--- config.mk ---
export PLATFORM = sky130hd
export DESIGN_NAME = mdt_regs_top
export DESIGN_NICKNAME = d
export VERILOG_FILES = /design/src/pkg/mdt_pkg.sv /design/src/pkg/mdt_tim_if.sv /design/src/logic/mdt_strobe_gen.sv /design/src/logic/mdt_regs_top.sv
export SDC_FILE = /design/constraint.sdc
export NUM_CORES = 1
export LEC_CHECK = 0
export ABC_AREA = 1
export ABC_CLOCK_PERIOD_IN_PS = 2150
export BUFFER_PORTS_ARGS = -buffer_cell sky130_fd_sc_hd__buf_4
export CAP_MARGIN = 20
export CORE_MARGIN = 10
export CORE_UTILIZATION = 58
export CTS_BUF_LIST = sky130_fd_sc_hd__clkbuf_8
export CTS_CLUSTER_SIZE = 16
export DETAILED_ROUTE_END_ITERATION = 12
export GPL_TIMING_DRIVEN = 0
export PLACE_DENSITY = 0.85
export REMOVE_ABC_BUFFERS = 1
export SYNTH_ARGS = -nofsm -noshare
export SYNTH_HDL_FRONTEND = slang
export SYNTH_SLANG_ARGS = --single-unit
--- constraint.sdc ---
create_clock -name aclk -period 2.15 [get_ports aclk]
set_clock_uncertainty 0.2 [all_clocks]
set_input_delay 0.3225 -clock aclk [delete_from_list [all_inputs] [get_ports aclk]]
set_output_delay 0.3225 -clock aclk [all_outputs]
set_load 0.1 [all_outputs]
--- src/pkg/mdt_pkg.sv ---
package mdt_pkg;
	// bus geometry
	localparam int unsigned ADDR_W      = 8;
	localparam int unsigned DATA_W      = 32;
	// register byte offsets
	localparam logic [7:0]  OFS_ASSERT  = 8'h00;
	localparam logic [7:0]  OFS_RECOV   = 8'h04;
	localparam logic [7:0]  OFS_MISC    = 8'h08;
	localparam logic [7:0]  OFS_ULTRA   = 8'h0c;
	localparam logic [7:0]  OFS_STATUS  = 8'h10;
	// writable bits per register, everything else reads zero
	localparam logic [31:0] MASK_MDMA   = 32'h0000_7f7f;
	localparam logic [31:0] MASK_MISC   = 32'h0000_0001;
	localparam logic [31:0] MASK_ULTRA  = 32'h0000_0f0f;
	localparam logic [31:0] RST_VAL     = 32'h0000_0000;
	// field positions
	localparam int unsigned FLD_W       = 7;
	localparam int unsigned SLV_LSB     = 8;
	localparam int unsigned MST_LSB     = 0;
	localparam int unsigned UFLD_W      = 4;
	localparam int unsigned OVR_BIT     = 0;
	// timing used while override is clear (cycles minus one)
	localparam logic [6:0]  DEF_ASSERT  = 7'h05;
	localparam logic [6:0]  DEF_RECOV   = 7'h03;
	localparam logic [3:0]  DEF_ULTRA   = 4'h3;
	// bus responses
	localparam logic [1:0]  RESP_OKAY   = 2'h0;
	localparam logic [1:0]  RESP_SLVERR = 2'h2;
	// strobe phases
	typedef enum logic [1:0] {
		PH_IDLE    = 2'b00,
		PH_ASSERT  = 2'b01,
		PH_RECOVER = 2'b10
	} mdt_phase_t;
endpackage

--- src/pkg/mdt_tim_if.sv ---
`timescale 1ns/1ns
interface mdt_tim_if;
	logic                  req;
	logic                  dir_write;
	logic [6:0]            assert_cnt;
	logic [6:0]            recov_cnt;
	logic                  rd_stb;
	logic                  wr_stb;
	logic                  busy;
	mdt_pkg::mdt_phase_t   phase;
	// register side drives timing and requests
	modport ctl (output req, dir_write, assert_cnt, recov_cnt,
		input rd_stb, wr_stb, busy, phase);
	// strobe sequencer side
	modport gen (input req, dir_write, assert_cnt, recov_cnt,
		output rd_stb, wr_stb, busy, phase);
endinterface

--- src/logic/mdt_strobe_gen.sv ---
`timescale 1ns/1ns
module mdt_strobe_gen (
	// clock and reset
	input  wire logic aclk,
	input  wire logic aresetn,
	input  wire logic ce,
	// timing and strobes
	mdt_tim_if.gen    tim
);
	typedef struct packed {
		mdt_pkg::mdt_phase_t phase;
		logic [6:0]          cnt;
		logic [6:0]          aw;
		logic [6:0]          rw;
		logic                rd;
		logic                wr;
		logic                busy;
	} mdt_gen_st_t;

	mdt_gen_st_t q_ff;
	mdt_gen_st_t nxt_q;

	// a strobe starts only from idle or from the last recovery cycle
	always_comb
	begin
		nxt_q = q_ff;
		if (ce)
		begin
			case (q_ff.phase)
				mdt_pkg::PH_IDLE,
				mdt_pkg::PH_RECOVER:
				begin
					if (q_ff.phase == mdt_pkg::PH_RECOVER && q_ff.cnt != 7'h00)
						nxt_q.cnt = q_ff.cnt - 7'h01;
					else if (tim.req)
					begin
						// widths latched here so a reprogram waits for the next strobe
						nxt_q.phase = mdt_pkg::PH_ASSERT;
						nxt_q.aw    = tim.assert_cnt;  // [RQ9]
						nxt_q.rw    = tim.recov_cnt;   // [RQ9]
						nxt_q.cnt   = tim.assert_cnt;  // [RQ3]
						nxt_q.rd    = !tim.dir_write;
						nxt_q.wr    = tim.dir_write;
					end
					else
						nxt_q.phase = mdt_pkg::PH_IDLE;
				end
				mdt_pkg::PH_ASSERT:
				begin
					if (q_ff.cnt == 7'h00)
					begin
						nxt_q.phase = mdt_pkg::PH_RECOVER; // [RQ4] [RQ5]
						nxt_q.cnt   = q_ff.rw;
						nxt_q.rd    = 1'b0;
						nxt_q.wr    = 1'b0;
					end
					else
						nxt_q.cnt = q_ff.cnt - 7'h01; // [RQ1] [RQ2]
				end
				default:
				begin
					nxt_q.phase = mdt_pkg::PH_IDLE;
					nxt_q.rd    = 1'b0;
					nxt_q.wr    = 1'b0;
				end
			endcase
			// busy kept as its own flop so the top output needs no decode after it
			nxt_q.busy = nxt_q.phase != mdt_pkg::PH_IDLE;
		end
	end

	always_ff @(posedge aclk)
	begin
		if (!aresetn)
			q_ff <= '{mdt_pkg::PH_IDLE, 7'h00, 7'h00, 7'h00, 1'b0, 1'b0, 1'b0};
		else
			q_ff <= nxt_q;
	end

	assign tim.rd_stb = q_ff.rd;
	assign tim.wr_stb = q_ff.wr;
	assign tim.phase  = q_ff.phase;
	assign tim.busy   = q_ff.busy;

	// helper counters of enabled cycles spent high and in recovery
	logic       stb;
	logic [7:0] hi_run_ff;
	logic [7:0] lo_run_ff;
	assign stb = q_ff.rd | q_ff.wr;
	always_ff @(posedge aclk)
	begin
		if (!aresetn)
		begin
			hi_run_ff <= 8'h00;
			lo_run_ff <= 8'h00;
		end
		else if (ce)
		begin
			hi_run_ff <= stb ? hi_run_ff + 8'h01 : 8'h00;
			lo_run_ff <= (q_ff.phase == mdt_pkg::PH_RECOVER) ? lo_run_ff + 8'h01 : 8'h00;
		end
	end
endmodule

--- src/logic/mdt_regs_top.sv ---
// The AXI4-Lite register port and the register offsets were left to the implementer.
`timescale 1ns/1ns
// Overview of operation
// [RQ1] slave strobe lasts slave field plus one
// [RQ2] master strobe lasts master field plus one
// [RQ3] field value zero means one cycle
// [RQ4] slave recovery lasts slave field plus one
// [RQ5] master recovery lasts master field plus one
// [RQ6] fields used only with override set
// [RQ7] reserved bits read zero, fields reset zero
// [RQ8] ultra half strobe from own register
// [RQ9] reserved writes ignored, changes wait next strobe
module mdt_regs_top (
	// clock, reset, enable
	input  wire logic                         aclk,
	input  wire logic                         aresetn,
	input  wire logic                         ce,
	// axi4-lite write address
	input  wire logic                         s_axi_awvalid,
	output logic                              s_axi_awready,
	input  wire logic [mdt_pkg::ADDR_W-1:0]   s_axi_awaddr,
	// axi4-lite write data
	input  wire logic                         s_axi_wvalid,
	output logic                              s_axi_wready,
	input  wire logic [mdt_pkg::DATA_W-1:0]   s_axi_wdata,
	input  wire logic [3:0]                   s_axi_wstrb,
	// axi4-lite write response
	output logic                              s_axi_bvalid,
	input  wire logic                         s_axi_bready,
	output logic [1:0]                        s_axi_bresp,
	// axi4-lite read address
	input  wire logic                         s_axi_arvalid,
	output logic                              s_axi_arready,
	input  wire logic [mdt_pkg::ADDR_W-1:0]   s_axi_araddr,
	// axi4-lite read data
	output logic                              s_axi_rvalid,
	input  wire logic                         s_axi_rready,
	output logic [mdt_pkg::DATA_W-1:0]        s_axi_rdata,
	output logic [1:0]                        s_axi_rresp,
	// transfer engine side
	input  wire logic                         dma_req,
	input  wire logic                         dma_dir_write,
	input  wire logic                         dev_sel_slave,
	output logic                              dma_busy,
	output logic [3:0]                        ultra_half_strobe_width,
	// device strobes
	output logic                              host_read_strobe,
	output logic                              host_write_strobe
);
	typedef struct packed {
		logic                       awrdy;
		logic                       aw_have;
		logic [mdt_pkg::ADDR_W-1:0] aw_addr;
		logic                       wrdy;
		logic                       w_have;
		logic [31:0]                w_data;
		logic [3:0]                 w_strb;
		logic                       bvalid;
		logic [1:0]                 bresp;
		logic                       arrdy;
		logic                       rvalid;
		logic [31:0]                rdata;
		logic [1:0]                 rresp;
		logic [31:0]                asrt;
		logic [31:0]                recov;
		logic [31:0]                misc;
		logic [31:0]                ultra;
		logic [6:0]                 a_sel;
		logic [6:0]                 r_sel;
		logic [3:0]                 u_sel;
		logic                       req;
		logic                       dirw;
	} mdt_top_st_t;

	mdt_top_st_t q_ff;
	mdt_top_st_t nxt_q;
	mdt_tim_if   tim ();

	// byte-lane merge; bits outside the mask are dropped so reserved stay zero
	function automatic logic [31:0] merge(input logic [31:0] old, input logic [31:0] data,
		input logic [3:0] strb, input logic [31:0] mask);
		logic [31:0] res;
		res = old;
		for (int i = 0; i < 4; i++)
		begin
			if (strb[i])
				res[8*i +: 8] = data[8*i +: 8];
		end
		return res & mask; // [RQ9] [RQ7]
	endfunction

	// bus slave, register file and timing selection in one next-state pass
	always_comb
	begin
		logic ovr;
		ovr   = 1'b0;
		nxt_q = q_ff;
		if (ce)
		begin
			ovr = q_ff.misc[mdt_pkg::OVR_BIT];
			if (s_axi_awvalid && q_ff.awrdy)
			begin
				nxt_q.aw_have = 1'b1;
				nxt_q.aw_addr = s_axi_awaddr;
			end
			if (s_axi_wvalid && q_ff.wrdy)
			begin
				nxt_q.w_have = 1'b1;
				nxt_q.w_data = s_axi_wdata;
				nxt_q.w_strb = s_axi_wstrb;
			end
			if (q_ff.bvalid && s_axi_bready)
				nxt_q.bvalid = 1'b0;
			// write commits once address and data are both held
			if (q_ff.aw_have && q_ff.w_have && !q_ff.bvalid)
			begin
				nxt_q.aw_have = 1'b0;
				nxt_q.w_have  = 1'b0;
				nxt_q.bvalid  = 1'b1;
				nxt_q.bresp   = mdt_pkg::RESP_OKAY;
				case (q_ff.aw_addr)
					mdt_pkg::OFS_ASSERT:
						nxt_q.asrt  = merge(q_ff.asrt, q_ff.w_data, q_ff.w_strb,
							mdt_pkg::MASK_MDMA);
					mdt_pkg::OFS_RECOV:
						nxt_q.recov = merge(q_ff.recov, q_ff.w_data, q_ff.w_strb,
							mdt_pkg::MASK_MDMA);
					mdt_pkg::OFS_MISC:
						nxt_q.misc  = merge(q_ff.misc, q_ff.w_data, q_ff.w_strb,
							mdt_pkg::MASK_MISC);
					mdt_pkg::OFS_ULTRA:
						nxt_q.ultra = merge(q_ff.ultra, q_ff.w_data, q_ff.w_strb,
							mdt_pkg::MASK_ULTRA);
					mdt_pkg::OFS_STATUS: ; // read only, write ignored
					default:
						nxt_q.bresp = mdt_pkg::RESP_SLVERR;
				endcase
			end
			if (q_ff.rvalid && s_axi_rready)
				nxt_q.rvalid = 1'b0;
			if (s_axi_arvalid && q_ff.arrdy)
			begin
				nxt_q.rvalid = 1'b1;
				nxt_q.rresp  = mdt_pkg::RESP_OKAY;
				case (s_axi_araddr)
					mdt_pkg::OFS_ASSERT: nxt_q.rdata = q_ff.asrt;
					mdt_pkg::OFS_RECOV:  nxt_q.rdata = q_ff.recov;
					mdt_pkg::OFS_MISC:   nxt_q.rdata = q_ff.misc;
					mdt_pkg::OFS_ULTRA:  nxt_q.rdata = q_ff.ultra;
					mdt_pkg::OFS_STATUS:
						nxt_q.rdata = {29'h0000_0000, tim.busy, tim.phase};
					default:
					begin
						nxt_q.rdata = mdt_pkg::RST_VAL;
						nxt_q.rresp = mdt_pkg::RESP_SLVERR;
					end
				endcase
			end
			nxt_q.awrdy = !nxt_q.aw_have && !nxt_q.bvalid;
			nxt_q.wrdy  = !nxt_q.w_have && !nxt_q.bvalid;
			nxt_q.arrdy = !nxt_q.rvalid;
			// programmed fields only count while override is set
			if (ovr) // [RQ6]
			begin
				if (dev_sel_slave)
				begin
					nxt_q.a_sel = q_ff.asrt[mdt_pkg::SLV_LSB +: mdt_pkg::FLD_W];   // [RQ1]
					nxt_q.r_sel = q_ff.recov[mdt_pkg::SLV_LSB +: mdt_pkg::FLD_W];  // [RQ4]
					nxt_q.u_sel = q_ff.ultra[mdt_pkg::SLV_LSB +: mdt_pkg::UFLD_W]; // [RQ8]
				end
				else
				begin
					nxt_q.a_sel = q_ff.asrt[mdt_pkg::MST_LSB +: mdt_pkg::FLD_W];   // [RQ2]
					nxt_q.r_sel = q_ff.recov[mdt_pkg::MST_LSB +: mdt_pkg::FLD_W];  // [RQ5]
					nxt_q.u_sel = q_ff.ultra[mdt_pkg::MST_LSB +: mdt_pkg::UFLD_W]; // [RQ8]
				end
			end
			else
			begin
				nxt_q.a_sel = mdt_pkg::DEF_ASSERT;
				nxt_q.r_sel = mdt_pkg::DEF_RECOV;
				nxt_q.u_sel = mdt_pkg::DEF_ULTRA;
			end
			nxt_q.req  = dma_req;
			nxt_q.dirw = dma_dir_write;
		end
	end

	// every register clears to zero, timing falls back to defaults
	always_ff @(posedge aclk)
	begin
		if (!aresetn)
		begin
			q_ff       <= '0; // [RQ7]
			q_ff.a_sel <= mdt_pkg::DEF_ASSERT;
			q_ff.r_sel <= mdt_pkg::DEF_RECOV;
			q_ff.u_sel <= mdt_pkg::DEF_ULTRA;
		end
		else
			q_ff <= nxt_q;
	end

	// timing hand-off to the sequencer
	assign tim.req        = q_ff.req;
	assign tim.dir_write  = q_ff.dirw;
	assign tim.assert_cnt = q_ff.a_sel;
	assign tim.recov_cnt  = q_ff.r_sel;

	mdt_strobe_gen u_gen (
		.aclk    (aclk),
		.aresetn (aresetn),
		.ce      (ce),
		.tim     (tim)
	);

	// outputs, all from flip-flops
	assign s_axi_awready           = q_ff.awrdy;
	assign s_axi_wready            = q_ff.wrdy;
	assign s_axi_bvalid            = q_ff.bvalid;
	assign s_axi_bresp             = q_ff.bresp;
	assign s_axi_arready           = q_ff.arrdy;
	assign s_axi_rvalid            = q_ff.rvalid;
	assign s_axi_rdata             = q_ff.rdata;
	assign s_axi_rresp             = q_ff.rresp;
	assign ultra_half_strobe_width = q_ff.u_sel;
	assign dma_busy                = tim.busy;
	assign host_read_strobe        = tim.rd_stb;
	assign host_write_strobe       = tim.wr_stb;
endmodule

==> results of run 1 <==
[power by group]
group | internal, W | leakage [nW] | switching (W) | total (W)
combinational | 0.000207 | 1.60 | 0.000515 | 0.000722
clock | 0.00125 | 0.216 | 0.000947 | 0.00220
sequential | 0.00233 | 0.997 | 0.0000473 | 0.00238
[layout make-up]
cell class | count | area (um^2) | share of cell area
Clock buffer | 20 | 275 | 0.0396
Clock inverter | 12 | 163 | 0.0234
Inverter | 98 | 373 | 0.0537
Multi-Input combinational cell | 539 | 2640 | 0.380
Sequential cell | 123 | 2460 | 0.355
Tap cell | 133 | 166 | 0.0240
Timing Repair Buffer | 103 | 866 | 0.125
[cells by family (layout without fill, tap and decap cells)]
family / after synthesis / in the layout / share of synthesized area
simple gates: 285 / 285 / 0.227
compound gates: 230 / 230 / 0.201
buf+inv: 175 / 233 / 0.147
flops: 123 / 123 / 0.418
xor+xnor: 3 / 3 / 0.00446
fa+ha+maj: 1 / 1 / 0.00212
other cells: 1 / 20 / 0.000636
[stage by stage]
step | hold WS, ps | std cells | utilization
floorplan | 223 | 760 | -
global placement | 233 | 963 | 0.627
detailed placement | 238 | 964 | 0.630
CTS | 11.9 | 1022 | 0.701
global route | 40.5 | 1028 | 0.707
finish | 3.16 | 1028 | 0.707
[layer usage]
metal | up-vias | share of wire | routed length [um] | GRT usage
met4 | 0 | 0.013 | 180 | 0.0618
met1 | 2350 | 0.44 | 6020 | 0.228
li1 | 2739 | - | - | -
met3 | 19 | 0.058 | 803 | 0.0400
met5 | - | 0 | 0 | 0
met2 | 180 | 0.49 | 6800 | 0.320
[worst max-delay path, delay by kind of cell]
family	cells	cell delay, ps
AO/OA/AOI/OAI	2	460
buffers and inverters	4	1020
AND/OR/NAND/NOR	2	270
[final timing paths]
path              cells past startpoint                         from  slack [ps]                           to
setup / recovery                      8                           ce         210  s_axi_rdata[6]$_SDFFE_PN0P_
hold / removal                        3               s_axi_wdata[3]           3       q_ff[194]$_SDFFE_PN0P_
setup reg to reg                     11  u_gen.q_ff[17]$_SDFFE_PN0P_         220  u_gen.q_ff[19]$_SDFFE_PN0P_
hold reg to reg                       2   u_gen.q_ff[5]$_SDFFE_PN0P_         250   u_gen.q_ff[5]$_SDFFE_PN0P_
[timing repair]
item | CTS | global route
hold buffers | 26 | 0
endpoints found under the hold margin | 26 | 0
setup buffers | 0 | 5
endpoints found under the setup margin | 0 | 12
resized for setup | 0 | 1
[layout by cell type, fill, tap and decap left out, drive strengths merged]
| master | instances |
|---|---|
| nor3 | 21 |
| dfxtp | 123 |
| buf | 77 |
| clkinvlp | 3 |
| nand3b | 1 |
| o31ai | 1 |
| ha | 1 |
| clkinv | 6 |
| clkbuf | 20 |
| dlygate4sd3 | 26 |
| nand2 | 146 |
| o21ai | 112 |
| a221oi | 1 |
| o2111ai | 1 |
| a21oi | 113 |
| nand4 | 7 |
| conb | 20 |
| inv | 98 |
| xor2 | 3 |
| nor2 | 67 |
| a22oi | 2 |
| bufinv | 3 |
| nand3 | 43 |
[flip-flops by register name (all words and copies together), names as in the netlist, 2 cells and up]
signal,flops
q_ff,63
s_axi_rdata,14
u_gen.q_ff,14
tim.assert_cnt,7
tim.recov_cnt,7
ultra_half_strobe_width,4
u_gen.tim.phase,2
==> summary.md, run 1 <==
| Metric | Value |
|---|---|
| Synth Register Bits | `123` |
| Final nets | `946` |
| # H-tree levels | `4` |
| Slowest stage delay, CP | `roughly 330 ps` |
| PnR worst setup slack | `~210 ps` |
| Crit Path Class | `input port to register` |
| CTS tree | `done` |
| CTS root buf | `clkbuf_8` |
| Worst-path cell chain | `buf_4, inv_2, nor2_1, inv_1, a21oi_4, buf_4, nand2_1, a21oi_1` |
| Top cell by count, worst path | `buf_4` |
| Netlist area before placement | `5890 um^2` |
| Placed cell area | `a little over 6000 um^2` |
| Final Max Tran Viols | `0` |
| Outcome | `finished clean` |
| PortBufs | `70` |
| Seq/Total Area, Yosys | `0.418` |
| Clock Latency Late Sink | `approximately 440 ps` |
| Post-synth top cells | `nand2_1 (139), dfxtp_1 (123), a21oi_1 (110)` |
| Drt initial violations | `roughly 320` |
| # diodes | `0` |
| FILL cells | `approximately 840` |
| Drt drc | `0` |
| Post-route clock period utilization | `0.902` |
| Largest area contributor in the netlist | `dfxtp_1` |
| Starting Density | `0.600` |
| CTS sink cnt | `around 120` |
| Max frequency | `approximately 520 MHz` |
| Clock-pin transition on the worst setup and hold timing paths | `70 ps` |
| Worst-Margin Slew | `slightly below 800 ps` |
| Leak | `2.81 nW` |
| Fin area | `between 6000 and 7000 um^2` |
| Mapped Cells | `~820` |
| Final Wtd Congestion | `approximately 0.9` |
| Yosys top cell area share | `0.418` |
| Maxcap violations | `0` |
| Most frequent cell after synthesis | `nand2_1` |
| Synth warnings | `0` |
| Synth-to-Final Area Change | `17.8%` |
| Dpl hpwl | `9.66 mm` |
| Via count | `about 5300` |
| Unrepaired setup endpoints after global routing | `no` |
| DIE HEIGHT | `~120 um` |
| Mean Syn Cell Area | `a little over 7 um^2` |
| Initial antenna violation count | `0` |
| Worst rel slew slack | `0.470` |
| Hold crit path type | `input port to register` |
| Overall Power | `between 0.005 and 0.006 W` |
| DRT Wirelength | `around 14 mm` |
| Grt ovf | `0` |
| Worst slack at placement | `-423 ps` |
| Core ar. | `~10000 um^2` |
| Tmin final | `1940 ps` |
| Share of layout cells above drive strength 1 | `0.163` |
| Die ar. | `14600 um^2` |
| Hold Vio Cnt, Final | `0` |
| Vias per cell | `5.14` |
| TritonCTS Buffers | `17` |
| TritonRoute pass-1 iters | `6` |
| Post-synth cell types | `38` |
| Slowest cell on the critical path | `a21oi_4` |
| Crit path max fanout | `34` |
| Most used DFF post-synth | `dfxtp_1` |
| Final ANT Viol Nets | `0` |
| Gr usage total | `0.187` |
| Drt wl/cell | `around 13 um` |
| Post-synth EDFFs | `0` |
| Sum Neg Setup Slack | `0 ps` |
| Largest net degree at the start of global routing | `~80` |
| CP required | `approximately 2300 ps` |
| Async set-or-reset flop fraction in the synthesized netlist | `0` |
| Worst-case clock buffer depth | `2` |
| Final setup viols | `0` |
| Vias in the first global route | `between 4000 and 5000` |
| Synth area leaders | `dfxtp_1 (42%), a21oi_1 (9.3%), o21ai_0 (9.3%)` |
| Die width | `~120 um` |
| Worst Path Arrival | `2090 ps` |
| Std cell rows | `36` |
| Power density over cell area | `764 nW/um^2` |
| Setup crit end kind | `register` |
| First-pass GRT wire length | `23.0 mm` |
| Crit path launch type | `input port` |
| VDD IR-drop max | `roughly 0.00042 V` |
| IO Pins | `111` |
(Power assumes the default switching activity.)
==> run 2: changes to the inputs <==
--- a/config.mk
+++ b/config.mk
@@ -5,17 +5,16 @@
 export SDC_FILE = /design/constraint.sdc
 export NUM_CORES = 1
 export LEC_CHECK = 0
-export ABC_AREA = 1
 export ABC_CLOCK_PERIOD_IN_PS = 2150
 export BUFFER_PORTS_ARGS = -buffer_cell sky130_fd_sc_hd__buf_4
 export CAP_MARGIN = 20
 export CORE_MARGIN = 10
-export CORE_UTILIZATION = 58
+export CORE_UTILIZATION = 57
 export CTS_BUF_LIST = sky130_fd_sc_hd__clkbuf_8
 export CTS_CLUSTER_SIZE = 16
 export DETAILED_ROUTE_END_ITERATION = 12
 export GPL_TIMING_DRIVEN = 0
-export PLACE_DENSITY = 0.85
+export PLACE_DENSITY = 0.84
 export REMOVE_ABC_BUFFERS = 1
 export SYNTH_ARGS = -nofsm -noshare
 export SYNTH_HDL_FRONTEND = slang
==> summary.md, run 2 <==
| Metric | Value |
|---|---|
| Compound-gate portion of the synthesized area | `0.163 (-0.0384)` |
| PnR worst setup slack | `-128 ps (-339 ps)` |
| Hold crit path type | `input port to register` |
| Synth area leaders | `dfxtp_1 (44%), nand2_1 (8.7%), a21oi_1 (7.8%)` |
| Largest register FFs | `63 (unchanged)` |
| Most frequent cell after synthesis | `nand2_1` |
| Dpl hpwl | `9.87 mm (+2.1%)` |
| DIE HEIGHT | `119 um (-1.1%)` |
| Gr usage total | `0.212 (+0.0252)` |
| Yosys top cell area share | `0.437 (+0.0190)` |
| Most common cell after layout, fill and taps aside | `dfxtp_1` |
| Mean Syn Cell Area | `8.05 um^2 (+12%)` |
| Core ar. | `9680 um^2 (-1.4%)` |
| Die width | `119 um (-1.1%)` |
| Drt wl/cell | `17.5 um (+30%)` |
| Multiplexer share of the synthesized area | `0.101 (+0.101)` |
| Most crowded layer after global routing | `met2` |
| Placed cell area | `5970 um^2 (-3.5%)` |
| Mapped Cells | `700 (-14%)` |
| Final ANT Viol Nets | `0 (unchanged)` |
| Worst hold slack | `17.0 ps (+13.8 ps)` |
| Most used DFF post-synth | `dfxtp_1` |
| Crit path max fanout | `5 (-85%)` |
| Worst slack at placement | `-576 ps (-154 ps)` |
| Grt ovf | `0 (unchanged)` |
| FILL cells | `655 (-22%)` |
| Synth warnings | `0 (unchanged)` |
| Tmin final | `2280 ps (+339 ps)` |
| Hold Vio Cnt, Final | `0 (unchanged)` |
| Worst-case clock buffer depth | `2 (unchanged)` |
| Starting Density | `0.582 (-0.0181)` |
| Post-synth top cells | `nand2_1 (130), dfxtp_1 (123), a21oi_1 (88)` |
| Final Max Tran Viols | `0 (unchanged)` |
| Met1 Usage GRT | `0.230 (+0.00246)` |
| CTS root buf | `clkbuf_8` |
| Met2 Use GR | `0.373 (+0.0530)` |
| Synth Register Bits | `123 (unchanged)` |
| Post-synth cell types | `53 (+39%)` |
| Most frequent cells in the layout | `dfxtp_1 (120), nand2_1 (118), buf_4 (86)` |
| TritonCTS Buffers | `17 (unchanged)` |
| CP required | `2270 ps (-30 ps)` |
| Unrepaired setup endpoints after global routing | `yes` |
| Share of layout cells above drive strength 1 | `0.218 (+0.0553)` |
| Most flops, register | `q_ff` |
| TritonRoute pass-1 iters | `5 (-1)` |
| Setup crit end kind | `register` |
| # H-tree levels | `4 (unchanged)` |
| Worst rel slew slack | `0.537 (+0.0671)` |
| Outcome | `complete, but fails checks` |
| Final Wtd Congestion | `0.843 (-6.9%)` |
| PortBufs | `70 (unchanged)` |
| Worst-Margin Slew | `694 ps (-98.5 ps)` |
| Worst Path Arrival | `2390 ps (+300 ps)` |
| Async set-or-reset flop fraction in the synthesized netlist | `0 (unchanged)` |
| Adder-cell share of the synthesized area | `0.00222 (+0.0000967)` |
| Final nets | `839 (-11%)` |
| # diodes | `0 (unchanged)` |
| Leak | `2.66 nW (-5.4%)` |
| Power density over cell area | `712 nW/um^2 (-6.7%)` |
| Synth-to-Final Area Change | `23.0%` |
| Largest area contributor in the netlist | `dfxtp_1` |
| Die ar. | `14300 um^2 (-2.2%)` |
| Std cell rows | `36 (unchanged)` |
| Drt drc | `0 (unchanged)` |
| Via count | `5307 (+0.36%)` |
| VDD IR-drop max | `0.000492 V (+17%)` |
| Clock Latency Late Sink | `440 ps (about the same)` |
| Crit Path Class | `register to register` |
| Crit path launch type | `register` |
| Maxcap violations | `0 (unchanged)` |
| CTS sink cnt | `123 (unchanged)` |
| IO Pins | `111 (unchanged)` |
| Seq/Total Area, Yosys | `0.437 (+0.0190)` |
| Vias in the first global route | `5160 (+3.8%)` |
| CTS tree | `done` |
| Initial antenna violation count | `0 (unchanged)` |
| Fin area | `6930 um^2 (-0.13%)` |
| Post-route clock period utilization | `1.06 (+0.158)` |
| Largest family of logic cells by synthesized area | `simple AND/OR/NAND/NOR gates` |
| Failing checks | `setup timing` |
| Netlist area before placement | `5640 um^2 (-4.4%)` |
| Max frequency | `439 MHz (-15%)` |
| First-pass GRT wire length | `25.2 mm (+9.2%)` |
| DRT Wirelength | `16.0 mm (+16%)` |
| Clock-pin transition on the worst setup and hold timing paths | `70 ps (about the same)` |
| Drt initial violations | `459 (+45%)` |
| Simple-gate share of the synthesized area | `0.202 (-0.0254)` |
| Vias per cell | `5.79 (+13%)` |
| Synth Area in XOR/XNOR | `0.00466 (+0.000203)` |
| Met3 Usage GRT | `0.0609 (+0.0209)` |
| Largest net degree at the start of global routing | `68 (-16%)` |
| Final setup viols | `28 (+28)` |
| Post-synth EDFFs | `0 (unchanged)` |
run 2: cell types whose count changed after synthesis, moves of 19 or more:
cell     delta
a21oi_1    -22
inv_1      -80
mux2i_1    +41
nand3_1    -19
nor2_1     +26
o21ai_0    -76
run 2: final timing paths:
kind | from | endpoint | slack (ps) | cells past startpoint
hold reg to reg | s_axi_rdata[11]$_SDFFE_PN0P_ | s_axi_rdata[11]$_SDFFE_PN0P_ | 250 | 2
setup / recovery | q_ff[226]$_SDFFE_PN0P_ | q_ff[95]$_SDFFE_PN0P_ | -130 | 8
hold / removal | s_axi_araddr[4] | s_axi_rresp[1]$_SDFFE_PN0P_ | 20 | 3
setup reg to reg | q_ff[226]$_SDFFE_PN0P_ | q_ff[95]$_SDFFE_PN0P_ | -130 | 8
run 2: repair_timing:
action	CTS	global route
hold endpoints to repair	32	0
hold buffers	28	0
gates cloned	0	0
setup buffers	9	12
pin swaps	10	22
resized for setup	20	33
setup endpoints to repair	48	69
run 2: logic make-up after synthesis:
group,after synthesis
compound gates,161
simple gates,262
mux,54
xor+xnor,3
buf+inv,95
fa+ha+maj,1
other cells,1
flops,123
run 2: power by group:
group | leakage [nW] | switching (W) | total, W | internal (W)
sequential | 0.996 | 0.0000440 | 0.00235 | 0.00231
clock | 0.194 | 0.000842 | 0.00190 | 0.00106
combinational | 1.47 | 0.000466 | 0.000686 | 0.000220
total | 2.66 | 0.00135 | 0.00494 | 0.00359
run 2: stage by stage:
stage | utilization | TNS [ps] | std cells | power (W)
4_1_cts | 0.698 | -999 | 905 | 0.00488
6_report | 0.716 | -1650 | 916 | 0.00494
3_5_place_dp | 0.616 | -22850 | 841 | 0.00297
3_3_place_gp | 0.613 | -149640 | 839 | 0.00295
2_1_floorplan | - | -32020 | 636 | 0.00279
5_1_grt | 0.716 | -5620 | 916 | 0.00508
run 2: cell type report:
type	count	area [um^2]	share of cell area
Inverter	12	50.0	0.00722
Clock buffer	23	317	0.0457
Sequential cell	123	2470	0.356
Multi-Input combinational cell	501	2880	0.415
Timing Repair Buffer	120	1010	0.146
Tap cell	133	166	0.0240
Clock inverter	4	42.5	0.00613
run 2: routing by layer:
layer	vias up	part of all wire
li1	2480	-
met1	2524	0.37
met2	257	0.52
met3	46	0.078
met4	0	0.031
met5	-	0
run 2: worst max-delay path: stages (launching register included):
cell and delay, ps:
dfxtp_2 330, or4_4 550, nor4_4 200, buf_4 200
nand2_8 80, nor2_4 130, buf_4 150, mux2i_1 250
nor2_1 70
